**config.mk**
```make
export PLATFORM = sky130hd
export DESIGN_NAME = unsigned_table_interpolate
export DESIGN_NICKNAME = d
export VERILOG_FILES = /design/src/common/tbl_interp_pkg.sv /design/src/hw/tbl_decode.sv /design/src/hw/tbl_interp_core.sv /design/src/hw/unsigned_table_interpolate.sv
export SDC_FILE = /design/constraint.sdc
export NUM_CORES = 2
export LEC_CHECK = 0
export ABC_AREA = 1
export BUFFER_PORTS_ARGS = -buffer_cell sky130_fd_sc_hd__buf_2
export CORE_MARGIN = 2
export CORE_UTILIZATION = 30
export CTS_CLUSTER_SIZE = 25
export DETAILED_ROUTE_END_ITERATION = 7
export PLACE_DENSITY = 0.53
export SYNTH_ARGS = -nofsm -noshare
export SYNTH_HDL_FRONTEND = slang
export SYNTH_SLANG_ARGS = --single-unit
```
**constraint.sdc**
```tcl
create_clock -name clk_sys -period 21.8 [get_ports clk_sys]
set_input_delay 2.18 -clock clk_sys [delete_from_list [all_inputs] [get_ports clk_sys]]
set_output_delay 2.18 -clock clk_sys [all_outputs]
set_load 0.05 [all_outputs]
```
**src/common/tbl_interp_pkg.sv**
```systemverilog
// constants, register map and state codes of the unsigned table interpolate datapath
`default_nettype none
package tbl_interp_pkg;

  // apb register byte offsets
  localparam logic [7:0] OFS_CTRL     = 8'h00;
  localparam logic [7:0] OFS_OPWORD   = 8'h04;
  localparam logic [7:0] OFS_EXTWORD  = 8'h08;
  localparam logic [7:0] OFS_DEST     = 8'h0c;
  localparam logic [7:0] OFS_EABASE   = 8'h10;
  localparam logic [7:0] OFS_ENDPT_M  = 8'h14;
  localparam logic [7:0] OFS_ENDPT_N  = 8'h18;
  localparam logic [7:0] OFS_CCR      = 8'h1c;
  localparam logic [7:0] OFS_IRQ_STAT = 8'h20;
  localparam logic [7:0] OFS_IRQ_MASK = 8'h24;

  // control and interrupt bit positions
  localparam int CTRL_START_BIT = 0;
  localparam int CTRL_BUSY_BIT  = 0;
  localparam int IRQ_DONE_BIT   = 0;
  localparam int IRQ_ILLEGAL_BIT = 1;
  localparam int IRQ_W          = 2;

  // condition code bits: extend, negative, zero, overflow, carry
  localparam int CCR_X = 4;
  localparam int CCR_N = 3;
  localparam int CCR_Z = 2;
  localparam int CCR_V = 1;
  localparam int CCR_C = 0;
  localparam int CCR_W = 5;

  // reset values
  localparam logic [31:0]      RST_WORD = 32'h0000_0000;
  localparam logic [15:0]      RST_HALF = 16'h0000;
  localparam logic [CCR_W-1:0] RST_CCR  = 5'h00;
  localparam logic [IRQ_W-1:0] RST_IRQ  = 2'h0;

  // operation size codes
  localparam logic [1:0] SIZE_BYTE = 2'b00;
  localparam logic [1:0] SIZE_WORD = 2'b01;
  localparam logic [1:0] SIZE_LONG = 2'b10;

  // operation word: fixed upper ten bits and effective address fields
  localparam logic [9:0] OPWORD_MATCH = 10'h3e0;
  localparam int OP_FIX_HI  = 15;
  localparam int OP_FIX_LO  = 6;
  localparam int OP_MODE_HI = 5;
  localparam int OP_MODE_LO = 3;
  localparam int OP_REG_HI  = 2;
  localparam int OP_REG_LO  = 0;

  // extension word fields
  localparam int EXT_ZERO15   = 15;
  localparam int EXT_SIGNED   = 11;
  localparam int EXT_ROUND    = 10;
  localparam int EXT_ZERO9    = 9;
  localparam int EXT_TABLE    = 8;
  localparam int EXT_SIZE_HI  = 7;
  localparam int EXT_SIZE_LO  = 6;
  localparam int EXT_ZERO_HI  = 5;
  localparam int EXT_ZERO_LO  = 3;

  // effective address mode codes: data register mode and the modes that qualify as control modes
  localparam logic [2:0] EA_MODE_DREG   = 3'b000;
  localparam logic [2:0] EA_MODE_IND    = 3'b010;
  localparam logic [2:0] EA_MODE_DISP   = 3'b101;
  localparam logic [2:0] EA_MODE_INDEX  = 3'b110;
  localparam logic [2:0] EA_MODE_EXT    = 3'b111;
  localparam logic [2:0] EA_EXT_LAST    = 3'b011;

  // independent variable layout: integer byte over fraction byte
  localparam int FRAC_HI = 7;
  localparam int FRAC_LO = 0;
  localparam int INT_HI  = 15;
  localparam int INT_LO  = 8;

  // interpolation arithmetic
  localparam int          ACC_W     = 42;
  localparam logic [41:0] ROUND_HALF = 42'h000_0000_0080;

  // sequencer states
  typedef enum logic [1:0] {
    ST_IDLE  = 2'b00,
    ST_READ0 = 2'b01,
    ST_READ1 = 2'b10,
    ST_CALC  = 2'b11
  } state_e;

endpackage
`default_nettype wire

```
**src/hw/tbl_decode.sv**
```systemverilog
// decode and addressing mode check of the instruction words
`timescale 1ns/10ps
`default_nettype none
module tbl_decode
  import tbl_interp_pkg::*;
(
  // instruction words
  input  wire logic [15:0] opWord,
  input  wire logic [15:0] extWord,
  // decoded fields
  output logic             tableMode,
  output logic             roundOff,
  output logic [1:0]       sizeCode,
  output logic             legal
);

  wire logic [2:0] eaMode   = opWord[OP_MODE_HI:OP_MODE_LO];
  wire logic [2:0] eaReg    = opWord[OP_REG_HI:OP_REG_LO];
  wire logic       fixOk    = (opWord[OP_FIX_HI:OP_FIX_LO] == OPWORD_MATCH);
  wire logic       regMode  = (eaMode == EA_MODE_DREG);
  wire logic       sizeOk   = (sizeCode != 2'b11);
  wire logic       zeroOk;
  wire logic       ctrlMode;
  wire logic       variantOk;

  // field extraction
  assign tableMode = extWord[EXT_TABLE];
  assign roundOff  = extWord[EXT_ROUND];
  assign sizeCode  = extWord[EXT_SIZE_HI:EXT_SIZE_LO];

  // fixed zero bits, and the unsigned flavour only
  assign zeroOk = ~extWord[EXT_ZERO15] & ~extWord[EXT_ZERO9] & ~extWord[EXT_SIGNED]
                & (extWord[EXT_ZERO_HI:EXT_ZERO_LO] == 3'b000);

  // only control modes address a table
  assign ctrlMode = (eaMode == EA_MODE_IND) | (eaMode == EA_MODE_DISP)
                  | (eaMode == EA_MODE_INDEX)
                  | ((eaMode == EA_MODE_EXT) & (eaReg <= EA_EXT_LAST));

  // mode field zero means register variant, table bit must agree
  assign variantOk = regMode ? ~tableMode : (tableMode & ctrlMode);

  assign legal = fixOk & zeroOk & sizeOk & variantOk;

endmodule // tbl_decode
`default_nettype wire

```
**src/hw/tbl_interp_core.sv**
```systemverilog
// interpolation arithmetic, result placement and flag evaluation
`timescale 1ns/10ps
`default_nettype none
module tbl_interp_core
  import tbl_interp_pkg::*;
(
  // operands
  input  wire logic [31:0] entryLo,
  input  wire logic [31:0] entryHi,
  input  wire logic [7:0]  frac,
  input  wire logic [1:0]  sizeCode,
  input  wire logic        roundOff,
  input  wire logic [31:0] destIn,
  // results
  output logic [31:0]      destOut,
  output logic             negFlag,
  output logic             zeroFlag,
  output logic             ovfFlag
);

  wire logic [31:0]        sizeMask;
  wire logic [31:0]        e0;
  wire logic [31:0]        e1;
  wire logic [ACC_W-1:0]   e0x;
  wire logic [ACC_W-1:0]   diff;
  wire logic [ACC_W-1:0]   prod;
  wire logic [ACC_W-1:0]   unr;
  wire logic [ACC_W-1:0]   rnd;
  wire logic [31:0]        rndVal;
  wire logic [31:0]        rndOut;
  wire logic [31:0]        unrOut;
  wire logic               rndMsb;

  // entries are unsigned at the operation width
  assign sizeMask = (sizeCode == SIZE_BYTE) ? 32'h0000_00ff :
                    (sizeCode == SIZE_WORD) ? 32'h0000_ffff : 32'hffff_ffff;
  assign e0 = entryLo & sizeMask;
  assign e1 = entryHi & sizeMask;

  // signed difference scaled by the fraction, added to entry times 256
  assign e0x  = {10'h000, e0};
  assign diff = e1x_minus(e0x, {10'h000, e1});
  assign prod = ACC_W'($signed(diff) * $signed({34'h0, frac}));
  assign unr  = {e0x[ACC_W-9:0], 8'h00} + prod;

  // half an lsb added before dropping the fraction: below half +0, else +1
  assign rnd    = unr + ROUND_HALF;
  assign rndVal = rnd[39:8];

  // rounded form touches only the sized part of the destination
  assign rndOut = (sizeCode == SIZE_BYTE) ? {destIn[31:8], rndVal[7:0]} :
                  (sizeCode == SIZE_WORD) ? {destIn[31:16], rndVal[15:0]} : rndVal;
  assign rndMsb = (sizeCode == SIZE_BYTE) ? rndVal[7] :
                  (sizeCode == SIZE_WORD) ? rndVal[15] : rndVal[31];

  // unrounded form: fraction low, integer above, zero filled
  assign unrOut = (sizeCode == SIZE_BYTE) ? {16'h0000, unr[15:0]} :
                  (sizeCode == SIZE_WORD) ? {8'h00, unr[23:0]} : unr[31:0];

  assign destOut = roundOff ? unrOut : rndOut;

  // flags judge the sized result
  assign negFlag  = roundOff ? unrOut[31] : rndMsb;
  assign zeroFlag = roundOff ? (unrOut == 32'h0) : ((rndVal & sizeMask) == 32'h0);
  assign ovfFlag  = roundOff & (sizeCode == SIZE_LONG) & (unr[39:32] != 8'h00);

  // difference helper keeps the subtraction at accumulator width
  function automatic logic [ACC_W-1:0] e1x_minus(input logic [ACC_W-1:0] lo,
                                                 input logic [ACC_W-1:0] hi);
    e1x_minus = hi - lo;
  endfunction

endmodule // tbl_interp_core
`default_nettype wire

```
**src/hw/unsigned_table_interpolate.sv**
```systemverilog
// unsigned table lookup and interpolate datapath with apb registers
`timescale 1ns/10ps
`default_nettype none
module unsigned_table_interpolate
  import tbl_interp_pkg::*;
#(
  parameter int ADDR_W = 8
)
(
  // clock and reset
  input  wire logic              clk_sys,
  input  wire logic              reset,
  // apb slave
  input  wire logic              psel,
  input  wire logic              penable,
  input  wire logic              pwrite,
  input  wire logic [ADDR_W-1:0] paddr,
  input  wire logic [31:0]       pwdata,
  output logic [31:0]            prdata,
  output logic                   pready,
  output logic                   pslverr,
  // table entry read port
  output logic                   memReq,
  output logic [31:0]            memAddr,
  output logic [1:0]             memSize,
  input  wire logic              memAck,
  input  wire logic [31:0]       memRdata,
  // interrupt
  output logic                   irq
);

  // architectural state
  state_e                state_r;
  state_e                state_nxt;
  logic [15:0]           opWord_r;
  logic [15:0]           extWord_r;
  logic [31:0]           destOperandReg_r;
  logic [31:0]           eaBase_r;
  logic [31:0]           endptM_r;
  logic [31:0]           endptN_r;
  logic [31:0]           entry0_r;
  logic [31:0]           entry1_r;
  logic [CCR_W-1:0]      ccr_r;
  logic [IRQ_W-1:0]      irqStat_r;
  logic [IRQ_W-1:0]      irqMask_r;
  logic [31:0]           prdata_r;
  logic [31:0]           memAddr_r;

  // apb phase and decode wires
  wire logic             setupPh = psel & ~penable;
  wire logic             accessPh = psel & penable;
  wire logic [7:0]       regOfs = 8'(paddr);
  wire logic             hitCtrl  = (regOfs == OFS_CTRL);
  wire logic             hitOp    = (regOfs == OFS_OPWORD);
  wire logic             hitExt   = (regOfs == OFS_EXTWORD);
  wire logic             hitDest  = (regOfs == OFS_DEST);
  wire logic             hitEa    = (regOfs == OFS_EABASE);
  wire logic             hitM     = (regOfs == OFS_ENDPT_M);
  wire logic             hitN     = (regOfs == OFS_ENDPT_N);
  wire logic             hitCcr   = (regOfs == OFS_CCR);
  wire logic             hitStat  = (regOfs == OFS_IRQ_STAT);
  wire logic             hitMask  = (regOfs == OFS_IRQ_MASK);
  wire logic             hitAny;
  wire logic             busy;
  wire logic             wrAcc;
  wire logic             wrOperand;
  wire logic             rdStat;
  wire logic             startReq;

  assign hitAny = hitCtrl | hitOp | hitExt | hitDest | hitEa | hitM | hitN
                | hitCcr | hitStat | hitMask;
  assign busy      = (state_r != ST_IDLE);
  assign wrAcc     = accessPh & pwrite & hitAny;
  // operands are frozen while an operation runs, so the datapath never sees a torn value
  assign wrOperand = wrAcc & ~busy;
  assign rdStat    = accessPh & ~pwrite & hitStat;
  assign startReq  = wrOperand & hitCtrl & pwdata[CTRL_START_BIT];

  // zero wait state slave, error only on an unmapped word
  assign pready  = 1'b1;
  assign pslverr = accessPh & ~hitAny;
  assign prdata  = prdata_r;

  // decoded instruction
  wire logic             tableMode;
  wire logic             roundOff;
  wire logic [1:0]       sizeCode;
  wire logic             legal;

  tbl_decode u_decode (
    .opWord    (opWord_r),
    .extWord   (extWord_r),
    .tableMode (tableMode),
    .roundOff  (roundOff),
    .sizeCode  (sizeCode),
    .legal     (legal)
  );

  // independent variable split at the binary point
  wire logic [7:0]       fracPart = destOperandReg_r[FRAC_HI:FRAC_LO];
  wire logic [7:0]       intPart  = destOperandReg_r[INT_HI:INT_LO];
  wire logic [31:0]      entryStride;
  wire logic [31:0]      entryAddr0;
  wire logic [31:0]      entryAddr1;
  wire logic [31:0]      sizeBytes;

  // scaled index: one, two or four bytes per entry
  assign sizeBytes   = 32'h0000_0001 << sizeCode;
  assign entryStride = 32'({24'h000000, intPart} << sizeCode);
  assign entryAddr0  = eaBase_r + entryStride;
  assign entryAddr1  = entryAddr0 + sizeBytes;

  // endpoints come from memory in table mode, from registers otherwise
  wire logic [31:0]      opLo = tableMode ? entry0_r : endptM_r;
  wire logic [31:0]      opHi = tableMode ? entry1_r : endptN_r;
  wire logic [31:0]      destOut;
  wire logic             negFlag;
  wire logic             zeroFlag;
  wire logic             ovfFlag;

  tbl_interp_core u_core (
    .entryLo  (opLo),
    .entryHi  (opHi),
    .frac     (fracPart),
    .sizeCode (sizeCode),
    .roundOff (roundOff),
    .destIn   (destOperandReg_r),
    .destOut  (destOut),
    .negFlag  (negFlag),
    .zeroFlag (zeroFlag),
    .ovfFlag  (ovfFlag)
  );

  // sequencer events
  wire logic             startLegal = startReq & legal;
  wire logic             startBad   = startReq & ~legal;
  wire logic             finish     = (state_r == ST_CALC);
  wire logic             read0Done  = (state_r == ST_READ0) & memAck;
  wire logic             read1Done  = (state_r == ST_READ1) & memAck;
  wire logic [IRQ_W-1:0] irqEvents;

  assign irqEvents = {startBad, finish};

  // next state: table mode fetches two entries, register mode goes straight to compute
  always_comb
  begin
    state_nxt = state_r;
    case (state_r)
      ST_IDLE:
      begin
        if (startLegal)
        begin
          state_nxt = tableMode ? ST_READ0 : ST_CALC;
        end
      end
      ST_READ0:
      begin
        if (memAck)
        begin
          state_nxt = ST_READ1;
        end
      end
      ST_READ1:
      begin
        if (memAck)
        begin
          state_nxt = ST_CALC;
        end
      end
      ST_CALC:
      begin
        state_nxt = ST_IDLE;
      end
      default:
      begin
        state_nxt = ST_IDLE;
      end
    endcase
  end

  // entry address is held steady for the whole request
  wire logic [31:0]      memAddr_nxt;

  assign memAddr_nxt = (startLegal & tableMode) ? entryAddr0 :
                       read0Done ? entryAddr1 : memAddr_r;
  assign memReq  = (state_r == ST_READ0) | (state_r == ST_READ1);
  assign memAddr = memAddr_r;
  assign memSize = sizeCode;

  // sequencer and entry capture
  always_ff @(posedge clk_sys or posedge reset)
  begin
    if (reset)
    begin
      state_r   <= ST_IDLE;
      memAddr_r <= RST_WORD;
      entry0_r  <= RST_WORD;
      entry1_r  <= RST_WORD;
    end
    else
    begin
      state_r   <= state_nxt;
      memAddr_r <= memAddr_nxt;
      if (read0Done)
      begin
        entry0_r <= memRdata;
      end
      if (read1Done)
      begin
        entry1_r <= memRdata;
      end
    end
  end

  // software written operand registers
  always_ff @(posedge clk_sys or posedge reset)
  begin
    if (reset)
    begin
      opWord_r  <= RST_HALF;
      extWord_r <= RST_HALF;
      eaBase_r  <= RST_WORD;
      endptM_r  <= RST_WORD;
      endptN_r  <= RST_WORD;
      irqMask_r <= RST_IRQ;
    end
    else
    begin
      if (wrOperand & hitOp)
      begin
        opWord_r <= pwdata[15:0];
      end
      if (wrOperand & hitExt)
      begin
        extWord_r <= pwdata[15:0];
      end
      if (wrOperand & hitEa)
      begin
        eaBase_r <= pwdata;
      end
      if (wrOperand & hitM)
      begin
        endptM_r <= pwdata;
      end
      if (wrOperand & hitN)
      begin
        endptN_r <= pwdata;
      end
      if (wrAcc & hitMask)
      begin
        irqMask_r <= pwdata[IRQ_W-1:0];
      end
    end
  end

  // destination and condition codes: software value, or the finished result
  wire logic [31:0]      dest_nxt;
  wire logic [CCR_W-1:0] ccr_nxt;
  wire logic [CCR_W-1:0] ccrResult;

  // extend kept, carry always cleared
  assign ccrResult = {ccr_r[CCR_X], negFlag, zeroFlag, ovfFlag, 1'b0};
  assign dest_nxt  = finish ? destOut :
                     (wrOperand & hitDest) ? pwdata : destOperandReg_r;
  assign ccr_nxt   = finish ? ccrResult :
                     (wrOperand & hitCcr) ? pwdata[CCR_W-1:0] : ccr_r;

  always_ff @(posedge clk_sys or posedge reset)
  begin
    if (reset)
    begin
      destOperandReg_r <= RST_WORD;
      ccr_r            <= RST_CCR;
    end
    else
    begin
      destOperandReg_r <= dest_nxt;
      ccr_r            <= ccr_nxt;
    end
  end

  // read data is latched in the setup phase so prdata comes from a flop
  wire logic [31:0]      readMux;

  assign readMux = hitCtrl ? {31'h0, busy} :
                   hitOp   ? {16'h0000, opWord_r} :
                   hitExt  ? {16'h0000, extWord_r} :
                   hitDest ? destOperandReg_r :
                   hitEa   ? eaBase_r :
                   hitM    ? endptM_r :
                   hitN    ? endptN_r :
                   hitCcr  ? {27'h0, ccr_r} :
                   hitStat ? {30'h0, irqStat_r} :
                   hitMask ? {30'h0, irqMask_r} : 32'h0;

  // a read clears only the bits it reported; a new event in the same cycle survives
  wire logic [IRQ_W-1:0] statClr = rdStat ? prdata_r[IRQ_W-1:0] : RST_IRQ;
  wire logic [IRQ_W-1:0] irqStat_nxt = (irqStat_r & ~statClr) | irqEvents;

  always_ff @(posedge clk_sys or posedge reset)
  begin
    if (reset)
    begin
      prdata_r  <= RST_WORD;
      irqStat_r <= RST_IRQ;
    end
    else
    begin
      irqStat_r <= irqStat_nxt;
      if (setupPh & ~pwrite)
      begin
        prdata_r <= readMux;
      end
    end
  end

  // level interrupt while any unmasked status bit is set
  assign irq = |(irqStat_r & irqMask_r);

endmodule // unsigned_table_interpolate
`default_nettype wire

```
==> results by group <==
Run status
  • Status: finished clean

Floorplan
  • IO Pins: between 100 and 150
  • Row count: between 100 and 150
  • Die Area: about 0.10 mm²
  • Die Height: between 300 and 400 µm
  • Die width: around 320 µm
  • Core ar.: 0.0980 mm²
  • Starting Density: 30.2%

Routing
  • Via density: just over 5
  • Post-detailed-route count of antenna-violating nets: 0
  • Post-Route WL: ~110000 µm
  • Routed wire length per instance: just over 20 µm
  • First DRT Iteration DRCs: around 2500
  • Via Count: roughly 28000
  • DRC viols: 0
  • First-pass DRT Iterations: 6

Setup path
  • Crit path launch type: flip-flop
  • Crit path from: extWord_r[6]
  • Worst Path Max Fanout: 25
  • CP max-delay cell: inv_1
  • Most numerous cell on the critical path: nand2_1
  • Critical path class: reg2reg
  • R2R Path Start: extWord_r[6]
  • WP data required: between 20 and 25 ns
  • R2r endpoint: ccr_r[2]
  • Worst Setup EP: ccr_r[2]
  • CP arrival: 11.00 ns
  • R2R depth: 43
  • CP endpoint kind: flip-flop
  • Reg2reg setup slack: between 10 and 15 ns
  • Slowest stage delay, CP: just under 0.8 ns

Clock network
  • CTS tree: yes
  • Reg clk slew, reported paths: 0.06 ns
  • Clock Latency Late Sink: 0.58 ns
  • Post-CTS Resized: 0
  • Post-CTS setup buffer count: 0
  • CTS sink cnt: between 200 and 300
  • Cts hold-fix bufs: 0
  • Clock Tree Root: clkbuf_16
  • CTS HTree Levels: 2
  • Clock tree buffer depth: 3
  • Total CTS buffers: 38

Synth
  • Number of synthesized flops with an enable pin: 0
  • Ys Warns: 0
  • Ys async rst share: 100%
  • Sequential fraction of the synthesis area: approximately 25%
  • Mean Syn Cell Area: 7.20 µm²
  • Main synth FF type: dfrtp_1
  • Synth cell types: 67
  • Syn_nets: between 4000 and 5000
  • Mapped Area: about 0.030 mm²
  • Cells after Synth: just over 4000
  • Flops & latches, synth: approximately 300

Global routing
  • GR Overflow Total: 0
  • First-pass GRT wire length: around 170000 µm
  • Vias in the first global route: 27600
  • Met1 GRT Util: ~30%
  • All-Layer GR Usage: 22.1%
  • Gr busiest metal: met2
  • GR Util met2: a little under two fifths
  • Met3 Use GR: 2.72%
  • Initial antenna violation count: 5
  • Largest net degree at the start of global routing: approximately 120

STA
  • Slew HR: between 10% and 20%
  • Period utilisation layout: 48.1%
  • RSZ-0062 raised after global routing: false
  • Clock skew: between 0.015 and 0.02 ns
  • Worst-margin pin slew: around 1.2 ns
  • Max Transition Viols Final: 0
  • Final Hold Viols: 0
  • Final setup viols: 0
  • Setup TNS: 0 ns
  • Peak Freq: around 0.095 GHz
  • Crit path time final: 10.48 ns

Layout
  • Antenna diode count: 0
  • Layout net count: around 4600
  • Area grow syn2layout: 11.3%
  • Layout cells sized above 1: about 9.2%

Place
  • Post-DP HPWL: approximately 89000 µm
  • Gpl congestion: 0.982
  • Port buffer count: 146

Run
  • Max_cap viols: 0

Min path
  • Hold Crit Class: reg2reg
==> placed cells by master (no fill, tap or decap), types with 19 or more instances in the layout <==
cell | synthesis | final
buf_2 | 13 | 146
dfrtp_1 | 299 | 298
nor3_1 | 49 | 49
nor2_1 | 457 | 453
clkbuf_16 | 0 | 39
nand2_2 | 17 | 19
ha_1 | 135 | 135
nand2_1 | 922 | 920
mux2_2 | 24 | 24
o21ai_0 | 338 | 338
a31oi_1 | 19 | 19
a21oi_1 | 149 | 149
nor2_2 | 29 | 30
fa_1 | 233 | 233
xnor2_1 | 22 | 22
nand4_1 | 61 | 61
nand3_1 | 183 | 183
xor2_1 | 57 | 57
o22ai_1 | 20 | 20
buf_4 | 4 | 35
inv_1 | 729 | 727
==> cells in the mapped netlist (all sizes together) (4+ instances only) <==
library cell,n,share of area (%)
nand2,941,12
inv,744,9.4
nor2,495,6.8
o21ai,342,5.8
dfrtp,299,25
fa,233,16
nand3,191,3.4
a21oi,158,2.8
ha,135,5.7
clkbuf,107,1.4
nand4,62,1.3
xor2,61,1.9
nor3,53,0.96
mux2,24,0.91
xnor2,24,0.76
buf,22,0.38
o22ai,20,0.42
a31oi,19,0.40
nor4,16,0.36
o211ai,14,0.36
a221oi,13,0.38
clkinv,13,0.17
o221ai,13,0.38
or2,13,0.28
a22oi,11,0.28
nand3b,11,0.28
a211oi,9,0.23
o2111ai,9,0.27
o21a,9,0.23
a21o,8,0.20
o21bai,8,0.20
o31ai,8,0.20
and2,5,0.11
a41oi,4,0.12
==> per-layer routing <==
metal | part of all wire, % | wire length (µm) | up-vias
li1 | - | - | 13200
met1 | 44 | 49200 | 13400
met2 | 47 | 52200 | 987
met3 | 6.3 | 7090 | 158
met4 | 3.3 | 3670 | 8
met5 | 0.044 | 49 | -
==> logic make-up (layout without fill, tap and decap cells) <==
| kind of cell | after synthesis | in the layout | synth area share [%] |
|---|---|---|---|
| flip-flops | 299 | 299 | 25.3 |
| AND/OR/NAND/NOR | 1791 | 1791 | 25.7 |
| other | 1 | 1 | 0.0127 |
| buffers and inverters | 886 | 1003 | 11.4 |
| XOR/XNOR | 85 | 85 | 2.71 |
| multiplexers | 25 | 25 | 0.948 |
| AO/OA/AOI/OAI | 651 | 651 | 12.5 |
| adder cells (fa/ha/maj) | 368 | 368 | 21.5 |
==> per-stage QoR <==
stage               std cells  util (%)  cell area [µm²]  worst slack, ns  hold slack, ns
floorplan                4106         -            29600            11.36           0.446
global placement         5445      32.4            31700            11.54           0.460
detailed placement       5445      32.4            31700            11.46           0.460
CTS                      5510      33.6            32900            11.44           0.475
global route             5510      33.6            32900            10.55           0.496
finish                   5510      33.6            32900            11.32           0.467
==> critical path: cells and delay by family, from the launching register on <==
kind	cells	cell delay [ns]
simple gates	21	3.02
fa+ha+maj	7	3.25
flops	1	0.64
buf+inv	7	1.37
compound gates	7	1.38
xor+xnor	1	0.76
==> registers in the layout, indices dropped and copies added, names as in the netlist <==
signal            cells
entry0_r             32
irqMask_r             2
memAddr              32
eaBase_r             32
state_r               2
entry1_r             32
extWord_r            16
destOperandReg_r     32
opWord_r             16
endptN_r             32
irqStat_r             2
endptM_r             32
ccr_r                 5
prdata               32
==> worst min-delay path by stage <==
stage | from | cells after the start | slack (ns) | to
after floorplan | entry0_r[1] | 2 | 0.45 | entry0_r[1]
after global routing | prdata[9] | 2 | 0.50 | prdata[9]
after global placement | memAddr[25] | 2 | 0.46 | memAddr[25]
final | memAddr[28] | 2 | 0.47 | memAddr[28]
after CTS | memAddr[28] | 2 | 0.48 | memAddr[28]
after detailed placement | memAddr[28] | 2 | 0.46 | memAddr[28]
==> final cells by class <==
class	instances	area (µm²)
tap	1287	1610
timing repair buffer	181	993
clock buffer	53	1110
clock inverter	12	113
sequential	299	7480
fill	10600	65100
multi-input combinational	2921	18800
inverter	757	2850
Power is left out: the tool's default activity adds up to more than one toggle a clock period on the data nets, which glitch-free logic cannot reach.
